$ cat src/swl_params.svh
// constants for the single-wire slave command port
//------------------------------------------------------------
// What this block does
// - every transaction opens with reset then presence
// - after reset rise, wait then pull low
// - read-address opcode 33h or 39h by select
// - match address; mismatch ignores until reset
// - skip address goes straight to function command
// - search: bit, complement, master bit, drop out
// - read data LSb first, auto-increment per byte
// - reads past FFh return ones until reset
// - reset at any bit boundary aborts transfer
// - write data LSb first; beyond FFh discarded
// - discard protected writes and incomplete bytes
// - nonvolatile writes land in shadow RAM
// - copy shadow block to nonvolatile unless locked
// - copy busy flag; nonvolatile writes rejected meanwhile
// - copy lasts copy_time from last address bit
// - recall loads nonvolatile block into shadow RAM
// - lock block only when lock_enable set
// - slots 60 to 120us, 1us recovery
// - write slot sampled between 15 and 60us
// - read slot: device drives, master samples 15us
// - device releases line before read slot ends
// - low over 120us is a reset pulse
// - lock clears lock_enable unless lock_enable_set is high that cycle
//------------------------------------------------------------
`ifndef SWL_PARAMS_SVH
`define SWL_PARAMS_SVH

`define SWL_CLK_MHZ        50
// times in microseconds
`define SWL_RESET_LOW_US   120
`define SWL_PRES_WAIT_US   30
`define SWL_PRES_LOW_US    120
`define SWL_SAMPLE_US      30
`define SWL_COPY_TIME_US   2000
// cycle counts
`define SWL_RST_CYC   (`SWL_RESET_LOW_US * `SWL_CLK_MHZ)
`define SWL_PWAIT_CYC (`SWL_PRES_WAIT_US * `SWL_CLK_MHZ)
`define SWL_PLOW_CYC  (`SWL_PRES_LOW_US * `SWL_CLK_MHZ)
`define SWL_SAMPLE_CYC (`SWL_SAMPLE_US * `SWL_CLK_MHZ)
`define SWL_COPY_CYC  (`SWL_COPY_TIME_US * `SWL_CLK_MHZ)
// opcodes
`define SWL_OP_RNA0    8'h33
`define SWL_OP_RNA1    8'h39
`define SWL_OP_MATCH   8'h55
`define SWL_OP_SKIP    8'hCC
`define SWL_OP_SEARCH  8'hF0
`define SWL_OP_READ    8'h69
`define SWL_OP_WRITE   8'h6C
`define SWL_OP_COPY    8'h48
`define SWL_OP_RECALL  8'hB8
`define SWL_OP_LOCK    8'h6A
// address map
`define SWL_NV_TOP     3'h1
`define SWL_ADDR_LAST  8'hFF
`define SWL_FIFO_DEPTH 8

`endif

$ cat src/swl_pkg.sv
// types for the single-wire slave command port
package swl_pkg;
  typedef enum logic [1:0] {L_IDLE, L_RST, L_PWAIT, L_PLOW} swl_link_t;
  typedef enum logic [3:0] {
    P_WAIT, P_ROMCMD, P_READROM, P_MATCH, P_SEARCH,
    P_FUNC, P_ADDR, P_RDATA, P_WDATA
  } swl_proto_t;
endpackage : swl_pkg

$ cat src/swl_fifo.sv
// small synchronous fifo for the write stream
`timescale 1ns/1ns
`default_nettype none
module swl_fifo #(
  parameter int W = 16,
  parameter int D = 8
) (
  // clock and reset
  input  wire logic         clk,
  input  wire logic         rst_n,
  // fill side
  input  wire logic         in_valid,
  output logic              in_ready,
  input  wire logic [W-1:0] in_data,
  // drain side
  output logic              out_valid,
  input  wire logic         out_ready,
  output logic [W-1:0]      out_data
);
  localparam int AW = $clog2(D);

  logic [W-1:0] mem_ff [D];
  logic [AW:0]  wp_ff;
  logic [AW:0]  rp_ff;
  logic         push;
  logic         pop;

  assign in_ready  = (wp_ff - rp_ff) != (AW+1)'(D);
  assign out_valid = wp_ff != rp_ff;
  assign push      = in_valid & in_ready;
  assign pop       = out_valid & out_ready;
  assign out_data  = mem_ff[rp_ff[AW-1:0]];

  always_ff @(posedge clk) begin
    if (push) begin
      mem_ff[wp_ff[AW-1:0]] <= in_data;
    end
  end

  always_ff @(posedge clk or negedge rst_n) begin
    if (!rst_n) begin
      wp_ff <= '0;
      rp_ff <= '0;
    end else begin
      if (push) begin
        wp_ff <= wp_ff + 1'b1;
      end
      if (pop) begin
        rp_ff <= rp_ff + 1'b1;
      end
    end
  end
endmodule : swl_fifo
`default_nettype wire

$ cat src/swl_slave.sv
// single-wire slave: line timing, address and memory commands
`timescale 1ns/1ns
`default_nettype none
`include "swl_params.svh"
module swl_slave #(
  parameter int RST_CYC    = `SWL_RST_CYC,
  parameter int PWAIT_CYC  = `SWL_PWAIT_CYC,
  parameter int PLOW_CYC   = `SWL_PLOW_CYC,
  parameter int SMP_CYC    = `SWL_SAMPLE_CYC,
  parameter int COPY_CYC   = `SWL_COPY_CYC,
  parameter int FIFO_DEPTH = `SWL_FIFO_DEPTH
) (
  // clock and reset
  input  wire logic        clk,
  input  wire logic        rst_n,
  // bus line
  input  wire logic        dq_in,
  output logic             dq_out,
  output logic             dq_oe,
  // identity and configuration
  input  wire logic [63:0] net_address,
  input  wire logic        net_address_opcode_select,
  input  wire logic        lock_enable_set,
  output logic             lock_enable,
  input  wire logic [1:0]  block_locked,
  output logic             eeprom_copy_busy,
  output swl_pkg::swl_link_t link_state,
  // memory read and map
  output logic [7:0]       mem_addr,
  output logic             mem_rd_req,
  input  wire logic [7:0]  mem_rd_data,
  input  wire logic        mem_addr_writable,
  // shadow write stream
  output logic             mem_wr_valid,
  input  wire logic        mem_wr_ready,
  output logic [7:0]       mem_wr_addr,
  output logic [7:0]       mem_wr_data,
  // nonvolatile control
  output logic             nv_copy_req,
  output logic             nv_recall_req,
  output logic             nv_lock_req,
  output logic             nv_block
);
  import swl_pkg::*;

  localparam int LMX = RST_CYC > PLOW_CYC ? RST_CYC : PLOW_CYC;
  localparam int LW = $clog2((LMX > PWAIT_CYC ? LMX : PWAIT_CYC) + 1);
  localparam int SW = $clog2(SMP_CYC + 1);
  localparam int CW = $clog2(COPY_CYC + 1);
  localparam logic [LW-1:0] RST_N  = LW'(RST_CYC);
  localparam logic [LW-1:0] PW_N   = LW'(PWAIT_CYC);
  localparam logic [LW-1:0] PL_N   = LW'(PLOW_CYC);
  localparam logic [SW-1:0] SMP_N  = SW'(SMP_CYC);
  localparam logic [CW-1:0] COPY_N = CW'(COPY_CYC);

  //------------------------------------------------------------
  // line synchroniser and edges
  //------------------------------------------------------------
  logic s1_ff;
  logic s2_ff;
  logic s3_ff;
  logic fall;
  logic rise;

  always_ff @(posedge clk or negedge rst_n) begin
    if (!rst_n) begin
      s1_ff <= 1'b1;
      s2_ff <= 1'b1;
      s3_ff <= 1'b1;
    end else begin
      s1_ff <= dq_in;
      s2_ff <= s1_ff;
      s3_ff <= s2_ff;
    end
  end

  assign fall = s3_ff & ~s2_ff;
  assign rise = ~s3_ff & s2_ff;

  //------------------------------------------------------------
  // reset pulse detection and presence
  //------------------------------------------------------------
  swl_link_t     link_ff;
  logic [LW-1:0] low_cnt_ff;
  logic [LW-1:0] tmr_ff;
  logic          rst_hit;
  logic          pres_end;

  // own presence pulse must not look like a reset
  always_ff @(posedge clk or negedge rst_n) begin
    if (!rst_n) begin
      low_cnt_ff <= '0;
    end else if (s2_ff || link_ff == L_PLOW) begin
      low_cnt_ff <= '0;
    end else if (low_cnt_ff != RST_N) begin
      low_cnt_ff <= low_cnt_ff + 1'b1;
    end
  end

  assign rst_hit  = (low_cnt_ff == RST_N) && (link_ff != L_RST);
  assign pres_end = (link_ff == L_PLOW) && (tmr_ff == PL_N - 1'b1);

  always_ff @(posedge clk or negedge rst_n) begin
    if (!rst_n) begin
      link_ff <= L_IDLE;
      tmr_ff  <= '0;
    end else if (rst_hit) begin
      link_ff <= L_RST;
    end else begin
      case (link_ff)
        L_IDLE: begin
          tmr_ff <= '0;
        end
        L_RST: begin
          if (rise) begin
            link_ff <= L_PWAIT;
            tmr_ff  <= '0;
          end
        end
        L_PWAIT: begin
          tmr_ff <= tmr_ff + 1'b1;
          if (tmr_ff == PW_N - 1'b1) begin
            link_ff <= L_PLOW;
            tmr_ff  <= '0;
          end
        end
        L_PLOW: begin
          tmr_ff <= tmr_ff + 1'b1;
          if (pres_end) begin
            link_ff <= L_IDLE;
          end
        end
        default: begin
          link_ff <= L_IDLE;
        end
      endcase
    end
  end

  assign link_state = link_ff;

  //------------------------------------------------------------
  // time slots
  //------------------------------------------------------------
  logic          slot_ff;
  logic [SW-1:0] slot_cnt_ff;
  logic          bit_done;
  logic          rx;

  always_ff @(posedge clk or negedge rst_n) begin
    if (!rst_n) begin
      slot_ff     <= 1'b0;
      slot_cnt_ff <= '0;
    end else if (rst_hit) begin
      slot_ff <= 1'b0;
    end else if (!slot_ff) begin
      if (fall && link_ff == L_IDLE) begin
        slot_ff     <= 1'b1;
        slot_cnt_ff <= '0;
      end
    end else begin
      slot_cnt_ff <= slot_cnt_ff + 1'b1;
      if (bit_done) begin
        slot_ff <= 1'b0;
      end
    end
  end

  // sample 30us into the slot
  assign bit_done = slot_ff && (slot_cnt_ff == SMP_N - 1'b1);
  assign rx       = s2_ff;

  //------------------------------------------------------------
  // command sequencer
  //------------------------------------------------------------
  swl_proto_t proto_ff;
  logic [5:0] bcnt_ff;
  logic [1:0] sub_ff;
  logic       miss_ff;
  logic [7:0] fcmd_ff;
  logic [7:0] addr_ff;
  logic [7:0] sh_ff;
  logic       past_ff;
  logic       rd_req_ff;
  logic       ld_ff;
  logic [7:0] byte_in;
  logic       last8;
  logic       amiss;
  logic [7:0] rna_op;

  assign byte_in = {rx, sh_ff[7:1]};
  assign last8   = bcnt_ff == 6'h07;
  assign amiss   = rx != net_address[bcnt_ff];
  assign rna_op  = net_address_opcode_select ? `SWL_OP_RNA1 : `SWL_OP_RNA0;

  always_ff @(posedge clk or negedge rst_n) begin
    if (!rst_n) begin
      proto_ff  <= P_WAIT;
      bcnt_ff   <= '0;
      sub_ff    <= '0;
      miss_ff   <= 1'b0;
      fcmd_ff   <= '0;
      addr_ff   <= '0;
      sh_ff     <= '0;
      past_ff   <= 1'b0;
      rd_req_ff <= 1'b0;
      ld_ff     <= 1'b0;
    end else if (rst_hit) begin
      proto_ff  <= P_WAIT;
      rd_req_ff <= 1'b0;
      ld_ff     <= 1'b0;
    end else if (pres_end) begin
      proto_ff <= P_ROMCMD;
      bcnt_ff  <= '0;
      sub_ff   <= '0;
      miss_ff  <= 1'b0;
    end else begin
      rd_req_ff <= 1'b0;
      ld_ff     <= rd_req_ff;
      if (ld_ff) begin
        sh_ff <= mem_rd_data;
      end
      if (bit_done) begin
        case (proto_ff)
          P_ROMCMD: begin
            sh_ff   <= byte_in;
            bcnt_ff <= last8 ? 6'h00 : bcnt_ff + 6'h01;
            if (last8) begin
              if (byte_in == rna_op) begin
                proto_ff <= P_READROM;
              end else if (byte_in == `SWL_OP_MATCH) begin
                proto_ff <= P_MATCH;
              end else if (byte_in == `SWL_OP_SKIP) begin
                proto_ff <= P_FUNC;
              end else if (byte_in == `SWL_OP_SEARCH) begin
                proto_ff <= P_SEARCH;
              end else begin
                proto_ff <= P_WAIT;
              end
            end
          end
          P_READROM: begin
            bcnt_ff <= bcnt_ff + 6'h01;
            if (bcnt_ff == 6'h3F) begin
              proto_ff <= P_FUNC;
            end
          end
          P_MATCH: begin
            miss_ff <= miss_ff | amiss;
            bcnt_ff <= bcnt_ff + 6'h01;
            if (bcnt_ff == 6'h3F) begin
              proto_ff <= (miss_ff | amiss) ? P_WAIT : P_FUNC;
            end
          end
          P_SEARCH: begin
            if (sub_ff != 2'h2) begin
              sub_ff <= sub_ff + 2'h1;
            end else if (amiss) begin
              proto_ff <= P_WAIT;
            end else begin
              sub_ff  <= 2'h0;
              bcnt_ff <= bcnt_ff + 6'h01;
              if (bcnt_ff == 6'h3F) begin
                proto_ff <= P_FUNC;
              end
            end
          end
          P_FUNC: begin
            sh_ff   <= byte_in;
            bcnt_ff <= last8 ? 6'h00 : bcnt_ff + 6'h01;
            if (last8) begin
              fcmd_ff <= byte_in;
              case (byte_in)
                `SWL_OP_READ, `SWL_OP_WRITE, `SWL_OP_COPY,
                `SWL_OP_RECALL, `SWL_OP_LOCK: proto_ff <= P_ADDR;
                default: proto_ff <= P_WAIT;
              endcase
            end
          end
          P_ADDR: begin
            sh_ff   <= byte_in;
            bcnt_ff <= last8 ? 6'h00 : bcnt_ff + 6'h01;
            if (last8) begin
              addr_ff <= byte_in;
              past_ff <= 1'b0;
              if (fcmd_ff == `SWL_OP_READ) begin
                proto_ff  <= P_RDATA;
                rd_req_ff <= 1'b1;
              end else if (fcmd_ff == `SWL_OP_WRITE) begin
                proto_ff <= P_WDATA;
              end else begin
                proto_ff <= P_WAIT;
              end
            end
          end
          P_RDATA: begin
            sh_ff   <= {1'b1, sh_ff[7:1]};
            bcnt_ff <= last8 ? 6'h00 : bcnt_ff + 6'h01;
            if (last8 && !past_ff) begin
              if (addr_ff == `SWL_ADDR_LAST) begin
                past_ff <= 1'b1;
              end else begin
                addr_ff   <= addr_ff + 8'h01;
                rd_req_ff <= 1'b1;
              end
            end
          end
          P_WDATA: begin
            sh_ff   <= byte_in;
            bcnt_ff <= last8 ? 6'h00 : bcnt_ff + 6'h01;
            if (last8 && !past_ff) begin
              if (addr_ff == `SWL_ADDR_LAST) begin
                past_ff <= 1'b1;
              end else begin
                addr_ff <= addr_ff + 8'h01;
              end
            end
          end
          default: begin
            bcnt_ff <= '0;
          end
        endcase
      end
    end
  end

  assign mem_addr   = addr_ff;
  assign mem_rd_req = rd_req_ff;

  //------------------------------------------------------------
  // line driver
  //------------------------------------------------------------
  logic tx_dir;
  logic tx_bit;
  logic dq_oe_ff;

  always_comb begin
    tx_dir = 1'b0;
    tx_bit = 1'b1;
    case (proto_ff)
      P_READROM: begin
        tx_dir = 1'b1;
        tx_bit = net_address[bcnt_ff];
      end
      P_SEARCH: begin
        tx_dir = sub_ff != 2'h2;
        tx_bit = net_address[bcnt_ff] ^ sub_ff[0];
      end
      P_RDATA: begin
        tx_dir = 1'b1;
        tx_bit = past_ff | sh_ff[0];
      end
      default: begin
        tx_dir = 1'b0;
      end
    endcase
  end

  // read drive ends with the slot's sample point, long before 60us
  always_ff @(posedge clk or negedge rst_n) begin
    if (!rst_n) begin
      dq_oe_ff <= 1'b0;
    end else begin
      dq_oe_ff <= (link_ff == L_PLOW)
                | (slot_ff & ~bit_done & tx_dir & ~tx_bit & ~rst_hit);
    end
  end

  assign dq_oe  = dq_oe_ff;
  assign dq_out = 1'b0;

  //------------------------------------------------------------
  // nonvolatile commands, copy timer, lock enable
  //------------------------------------------------------------
  logic          addr_done;
  logic          nv_hit;
  logic          copy_go;
  logic          lock_go;
  logic [CW-1:0] copy_cnt_ff;
  logic          busy_ff;
  logic          lock_en_ff;
  logic          copy_ff;
  logic          recall_ff;
  logic          lockr_ff;
  logic          blk_ff;

  assign addr_done = bit_done && proto_ff == P_ADDR && last8 && !rst_hit;
  assign nv_hit    = byte_in[7:5] == `SWL_NV_TOP;
  assign copy_go   = addr_done && fcmd_ff == `SWL_OP_COPY && nv_hit
                   && !block_locked[byte_in[4]] && !busy_ff;
  assign lock_go   = addr_done && fcmd_ff == `SWL_OP_LOCK && nv_hit && lock_en_ff;

  always_ff @(posedge clk or negedge rst_n) begin
    if (!rst_n) begin
      copy_cnt_ff <= '0;
      busy_ff     <= 1'b0;
    end else if (copy_go) begin
      copy_cnt_ff <= COPY_N - 1'b1;
      busy_ff     <= 1'b1;
    end else if (busy_ff) begin
      if (copy_cnt_ff == '0) begin
        busy_ff <= 1'b0;
      end else begin
        copy_cnt_ff <= copy_cnt_ff - 1'b1;
      end
    end
  end

  // a fresh enable in the same cycle survives
  always_ff @(posedge clk or negedge rst_n) begin
    if (!rst_n) begin
      lock_en_ff <= 1'b0;
    end else if (lock_enable_set) begin
      lock_en_ff <= 1'b1;
    end else if (lock_go) begin
      lock_en_ff <= 1'b0;
    end
  end

  always_ff @(posedge clk or negedge rst_n) begin
    if (!rst_n) begin
      copy_ff   <= 1'b0;
      recall_ff <= 1'b0;
      lockr_ff  <= 1'b0;
      blk_ff    <= 1'b0;
    end else begin
      copy_ff   <= copy_go;
      recall_ff <= addr_done && fcmd_ff == `SWL_OP_RECALL && nv_hit;
      lockr_ff  <= lock_go;
      if (addr_done) begin
        blk_ff <= byte_in[4];
      end
    end
  end

  assign eeprom_copy_busy = busy_ff;
  assign lock_enable      = lock_en_ff;
  assign nv_copy_req      = copy_ff;
  assign nv_recall_req    = recall_ff;
  assign nv_lock_req      = lockr_ff;
  assign nv_block         = blk_ff;

  //------------------------------------------------------------
  // write stream into the fifo
  //------------------------------------------------------------
  logic        wr_evt;
  logic        wr_ok;
  logic        wr_take;
  logic        pend_ff;
  logic [15:0] pend_word_ff;
  logic        fifo_in_ready;
  logic [15:0] fifo_out;

  assign wr_evt  = bit_done && proto_ff == P_WDATA && last8 && !rst_hit;
  assign wr_ok   = !past_ff && mem_addr_writable
                 && (addr_ff[7:5] != `SWL_NV_TOP
                     || (!block_locked[addr_ff[4]] && !busy_ff));
  assign wr_take = wr_evt && wr_ok && (!pend_ff || fifo_in_ready);

  always_ff @(posedge clk or negedge rst_n) begin
    if (!rst_n) begin
      pend_ff      <= 1'b0;
      pend_word_ff <= '0;
    end else if (wr_take) begin
      pend_ff      <= 1'b1;
      pend_word_ff <= {addr_ff, byte_in};
    end else if (fifo_in_ready) begin
      pend_ff <= 1'b0;
    end
  end

  swl_fifo #(
    .W (16),
    .D (FIFO_DEPTH)
  ) u_fifo (
    .clk       (clk),
    .rst_n     (rst_n),
    .in_valid  (pend_ff),
    .in_ready  (fifo_in_ready),
    .in_data   (pend_word_ff),
    .out_valid (mem_wr_valid),
    .out_ready (mem_wr_ready),
    .out_data  (fifo_out)
  );

  assign mem_wr_addr = fifo_out[15:8];
  assign mem_wr_data = fifo_out[7:0];
endmodule : swl_slave
`default_nettype wire

$ cat config.mk
export PLATFORM = sky130hd
export DESIGN_NAME = swl_slave
export DESIGN_NICKNAME = d
export VERILOG_FILES = /design/src/swl_pkg.sv /design/src/swl_fifo.sv /design/src/swl_slave.sv
export VERILOG_INCLUDE_DIRS = /design/src /design/src/src
export SDC_FILE = /design/constraint.sdc
export NUM_CORES = 1
export LEC_CHECK = 0
export BUFFER_PORTS_ARGS = -buffer_cell sky130_fd_sc_hd__buf_2
export CORE_MARGIN = 2
export CORE_UTILIZATION = 50
export DETAILED_ROUTE_END_ITERATION = 8
export PLACE_DENSITY = 0.69
export REMOVE_ABC_BUFFERS = 1
export SYNTH_ARGS = -nofsm -noshare
export SYNTH_HDL_FRONTEND = slang
export SYNTH_SLANG_ARGS = --single-unit
$ cat constraint.sdc
create_clock -name clk -period 4.6 [get_ports clk]
set_input_delay 0 -clock clk [delete_from_list [all_inputs] [get_ports clk]]
set_output_delay 0 -clock clk [all_outputs]
set_load 0.02 [all_outputs]
==> key figures <==
Logic synthesis
  – EDFF count, synth: 128
  – Avg Inst Size Synth: 12.09 sq um
  – Top_reg_cell synth: dfrtp_1
  – Part of the Yosys area used for sequential elements: 57.46%
  – Synth cell types: 83
  – Post-synth top cells: dfrtp_1, edfxtp_1, nand2_1, nor2_1, a21oi_1
  – Mapped Area: 12,440 sq um
  – Most frequent cell after synthesis: dfrtp_1
  – Synth warn: 0
  – Synth area leaders: edfxtp_1, dfrtp_1, mux4_2
  – Mapped Cells: 1,029
  – Synth top area share: 30.89%
  – #FFs+latches synth: 260
  – Share of synthesized registers carrying an async set or reset: 50.77%
  – Biggest area consumer among synthesized cells: edfxtp_1

CTS
  – Skew-Pair Late Insertion Delay: 0.55 ns
  – Root Driver: clkbuf_16
  – CTS Sinks: 260
  – CTS tree: done
  – CTS buffer count: 27
  – Clock transition at path regs: 0.07 ns
  – # hold bufs at CTS: 15
  – Post-CTS setup buffer count: 0
  – CTS resizes: 0
  – Clock Path Buffers: 3
  – Htree depth: 1

Drt
  – Aggregate routed wire length: 27,090 um
  – Mean number of vias per cell: 5.646
  – # DRC: 0
  – DRT Pass-1 Iters: 5
  – Post-DRT Antenna Nets: 0
  – Average wire per standard cell: 18.00 um
  – Drt first-iter violations: 539
  – Via count: 8,497

Placed design
  – Buffers on Ports: 115
  – Gpl congestion: 0.8490
  – DP Area: 13,350 sq um
  – Post-placement cell count: 1,439
  – DP Wirelength: 17,680 um

Die
  – Die Area: 26,170 sq um
  – Row count: 57
  – Top Ports: 117
  – Die width: 161.8 um
  – Chip Height: 161.8 um
  – Initial Util: 51.02%
  – Core Footprint: 24,390 sq um

Critical path
  – Critical path's largest stage delay: 1.00 ns
  – CP cell instances: ha_1, nand2_1, or4_1, nor3_1, nand2_1, mux2_2
  – Nature of the critical path startpoint: register
  – Critical path endpoint category: register
  – Critical path depth in cells: 6
  – Crit path required time: 5.03 ns
  – R2R setup slack: 1.21 ns
  – Top cell by count, worst path: nand2_1
  – FF-to-FF End: pend_word_ff[10]$_DFFE_PN0P_
  – Crit-path slowest cell: dfrtp_1
  – Family with the most delay on the worst path: simple AND/OR/NAND/NOR gates
  – Worst Path Arrival: 3.82 ns
  – WP buf/inv: 0
  – Reg2Reg Depth: 6
  – Crit path capture: pend_word_ff[10]$_DFFE_PN0P_
  – Reg2Reg Launch Point: bcnt_ff[0]$_DFFE_PN0P_
  – Crit Path Max Fanout: 25
  – Crit path from: bcnt_ff[0]$_DFFE_PN0P_
  – Critical path class: reg -> reg

Power
  – Pleak: 5.408 nW
  – Peak VDD IR: 0.2641 mV
  – P per Cell Area: 383.9 nW/um^2
  – Design Power: 0.005517 W

STA
  – F_max: 294.7 MHz
  – Ratio of final minimum period to clock period: 73.77%
  – Final Hold Viols: 0
  – Slew Viols, Final: 0
  – RSZ-0062 raised after global routing: false
  – Slew @ Worst Pin: 1.010 ns
  – Skew final: 0.02484 ns
  – Setup_tns: 0 ns
  – Max-Slew Margin vs Limit: 32.19%
  – Min cycle time layout: 3.393 ns
  – Final Hold Slack: 0.009991 ns
  – Final setup vio count: 0

GRT
  – Number of global-route vias before repair: 8,520
  – Overflow after GRT: 0
  – Pin count of the biggest net entering global routing: 92
  – Initial antenna violation count: 1
  – First-pass GRT wire length: 44,390 um
  – Total GRT Usage: 21.07%

Flow run
  – Max cap viols: 0

Finish
  – Share of layout cells above drive strength 1: 22.80%
  – Synth-to-layout area growth: 15.47%
  – Nets: 1,256
  – Fin cells: 1,505
  – Layout Cell Area excl Fill: 14,370 sq um

Min path
  – Worst hold path class: in -> reg

Outcome
  – Status: completed
## layout make-up
cell class / instances / area [sq um]
fillers: 1974 / 10020
repair buffers: 146 / 852.1
flip-flops and latches: 260 / 7152
clock buffers: 33 / 718.2
clock inverters: 17 / 148.9
diodes: 1 / 2.502
inverters: 27 / 101.3
well taps: 324 / 405.4
multi-input cells: 697 / 4990
## how the worst min path moves through the flow
| stage | from | end | slack (ns) | cells past startpoint |
|---|---|---|---|---|
| floorplan | rst_n | bcnt_ff[0]$_DFFE_PN0P_ | -0.30 | 0 |
| global placement | dq_in | s1_ff$_DFF_PN1_ | 0.10 | 1 |
| detailed placement | dq_in | s1_ff$_DFF_PN1_ | 0.11 | 1 |
| CTS | block_locked[1] | pend_ff$_DFFE_PN0P_ | 0.008 | 6 |
| global route | block_locked[1] | pend_ff$_DFFE_PN0P_ | 0.08 | 6 |
| finish | block_locked[1] | pend_ff$_DFFE_PN0P_ | 0.01 | 6 |
## flip-flops by register name (all words and copies together), names as in the netlist, 2 cells and up
register	count
pend_word_ff	16
sh_ff	8
proto_ff	4
fcmd_ff	8
u_fifo.wp_ff	4
mem_addr	8
link_state	2
u_fifo.rp_ff	4
bcnt_ff	6
copy_cnt_ff	17
slot_cnt_ff	11
tmr_ff	13
u_fifo.mem_ff	128
sub_ff	2
low_cnt_ff	13
## cell families (layout without fill, tap and decap cells)
kind of cell / after synthesis / count (layout) / share of synthesized area, %
flip-flops: 260 / 260 / 57.46
AND/OR/NAND/NOR: 399 / 399 / 15.83
adder cells (fa/ha/maj): 16 / 16 / 1.609
other: 1 / 2 / 0.03013
multiplexers: 85 / 85 / 11.75
buffers and inverters: 72 / 223 / 2.524
AO/OA/AOI/OAI: 153 / 153 / 7.772
XOR/XNOR: 43 / 43 / 3.026
## per-stage QoR
step / utilization [%] / worst slack [ns]
floorplan: - / 0.4687
global placement: 54.73 / 1.290
detailed placement: 54.73 / 1.235
CTS: 58.91 / 1.204
global route: 58.92 / 0.8955
finish: 58.92 / 1.207
## worst min-delay path, stage by stage
cell and delay (ns):
buf_2 0.10, mux2i_1 0.07, nand2_1 0.07, nand3_1 0.07, nand4_1 0.11, o21ai_0 0.09
## per-layer routing
| metal | track usage, % | wire length [um] |
|---|---|---|
| met1 | 26.72 | 11390 |
| met2 | 38.55 | 14140 |
| met3 | 2.835 | 1018 |
| met4 | 4.747 | 542 |
| met5 | 0 | 0 |
## layout by cell type, fill, tap and decap left out, types with 4 or more instances in the layout
master	Yosys	layout
clkinv_2	0	10
a221oi_1	5	5
buf_2	4	114
o22ai_1	7	7
and3_1	8	8
nor4b_1	5	5
clkbuf_1	29	4
nor3b_1	4	4
mux2i_1	7	7
mux2_2	35	35
buf_4	4	16
o31ai_1	4	4
mux4_2	35	35
clkbuf_16	0	27
dlygate4sd3_1	0	15
nor2b_1	12	12
a21oi_1	48	48
or3_1	14	14
nand4_1	13	13
inv_1	25	25
o21ai_0	40	40
xnor2_1	21	21
nand4b_1	6	6
nor3_1	31	29
nor2_1	95	95
dfrtp_1	129	128
or2_2	6	6
ha_1	16	16
o2bb2ai_1	4	4
nand2_1	123	123
o21ai_1	4	4
xor2_1	22	22
nand2b_1	12	12
a2111oi_0	4	4
edfxtp_1	128	128
nand3_1	39	39
nor4_1	6	6
mux4_1	8	8
clkinv_1	2	5
## power breakdown
group / switching (W) / internal (W) / total [W]
combinational: 0.000518 / 0.000349 / 0.000867
sequential: 0.0000526 / 0.00248 / 0.00253
clock: 0.000894 / 0.00123 / 0.00212
total: 0.00146 / 0.00405 / 0.00552
Power figures use the tool's default switching activity.
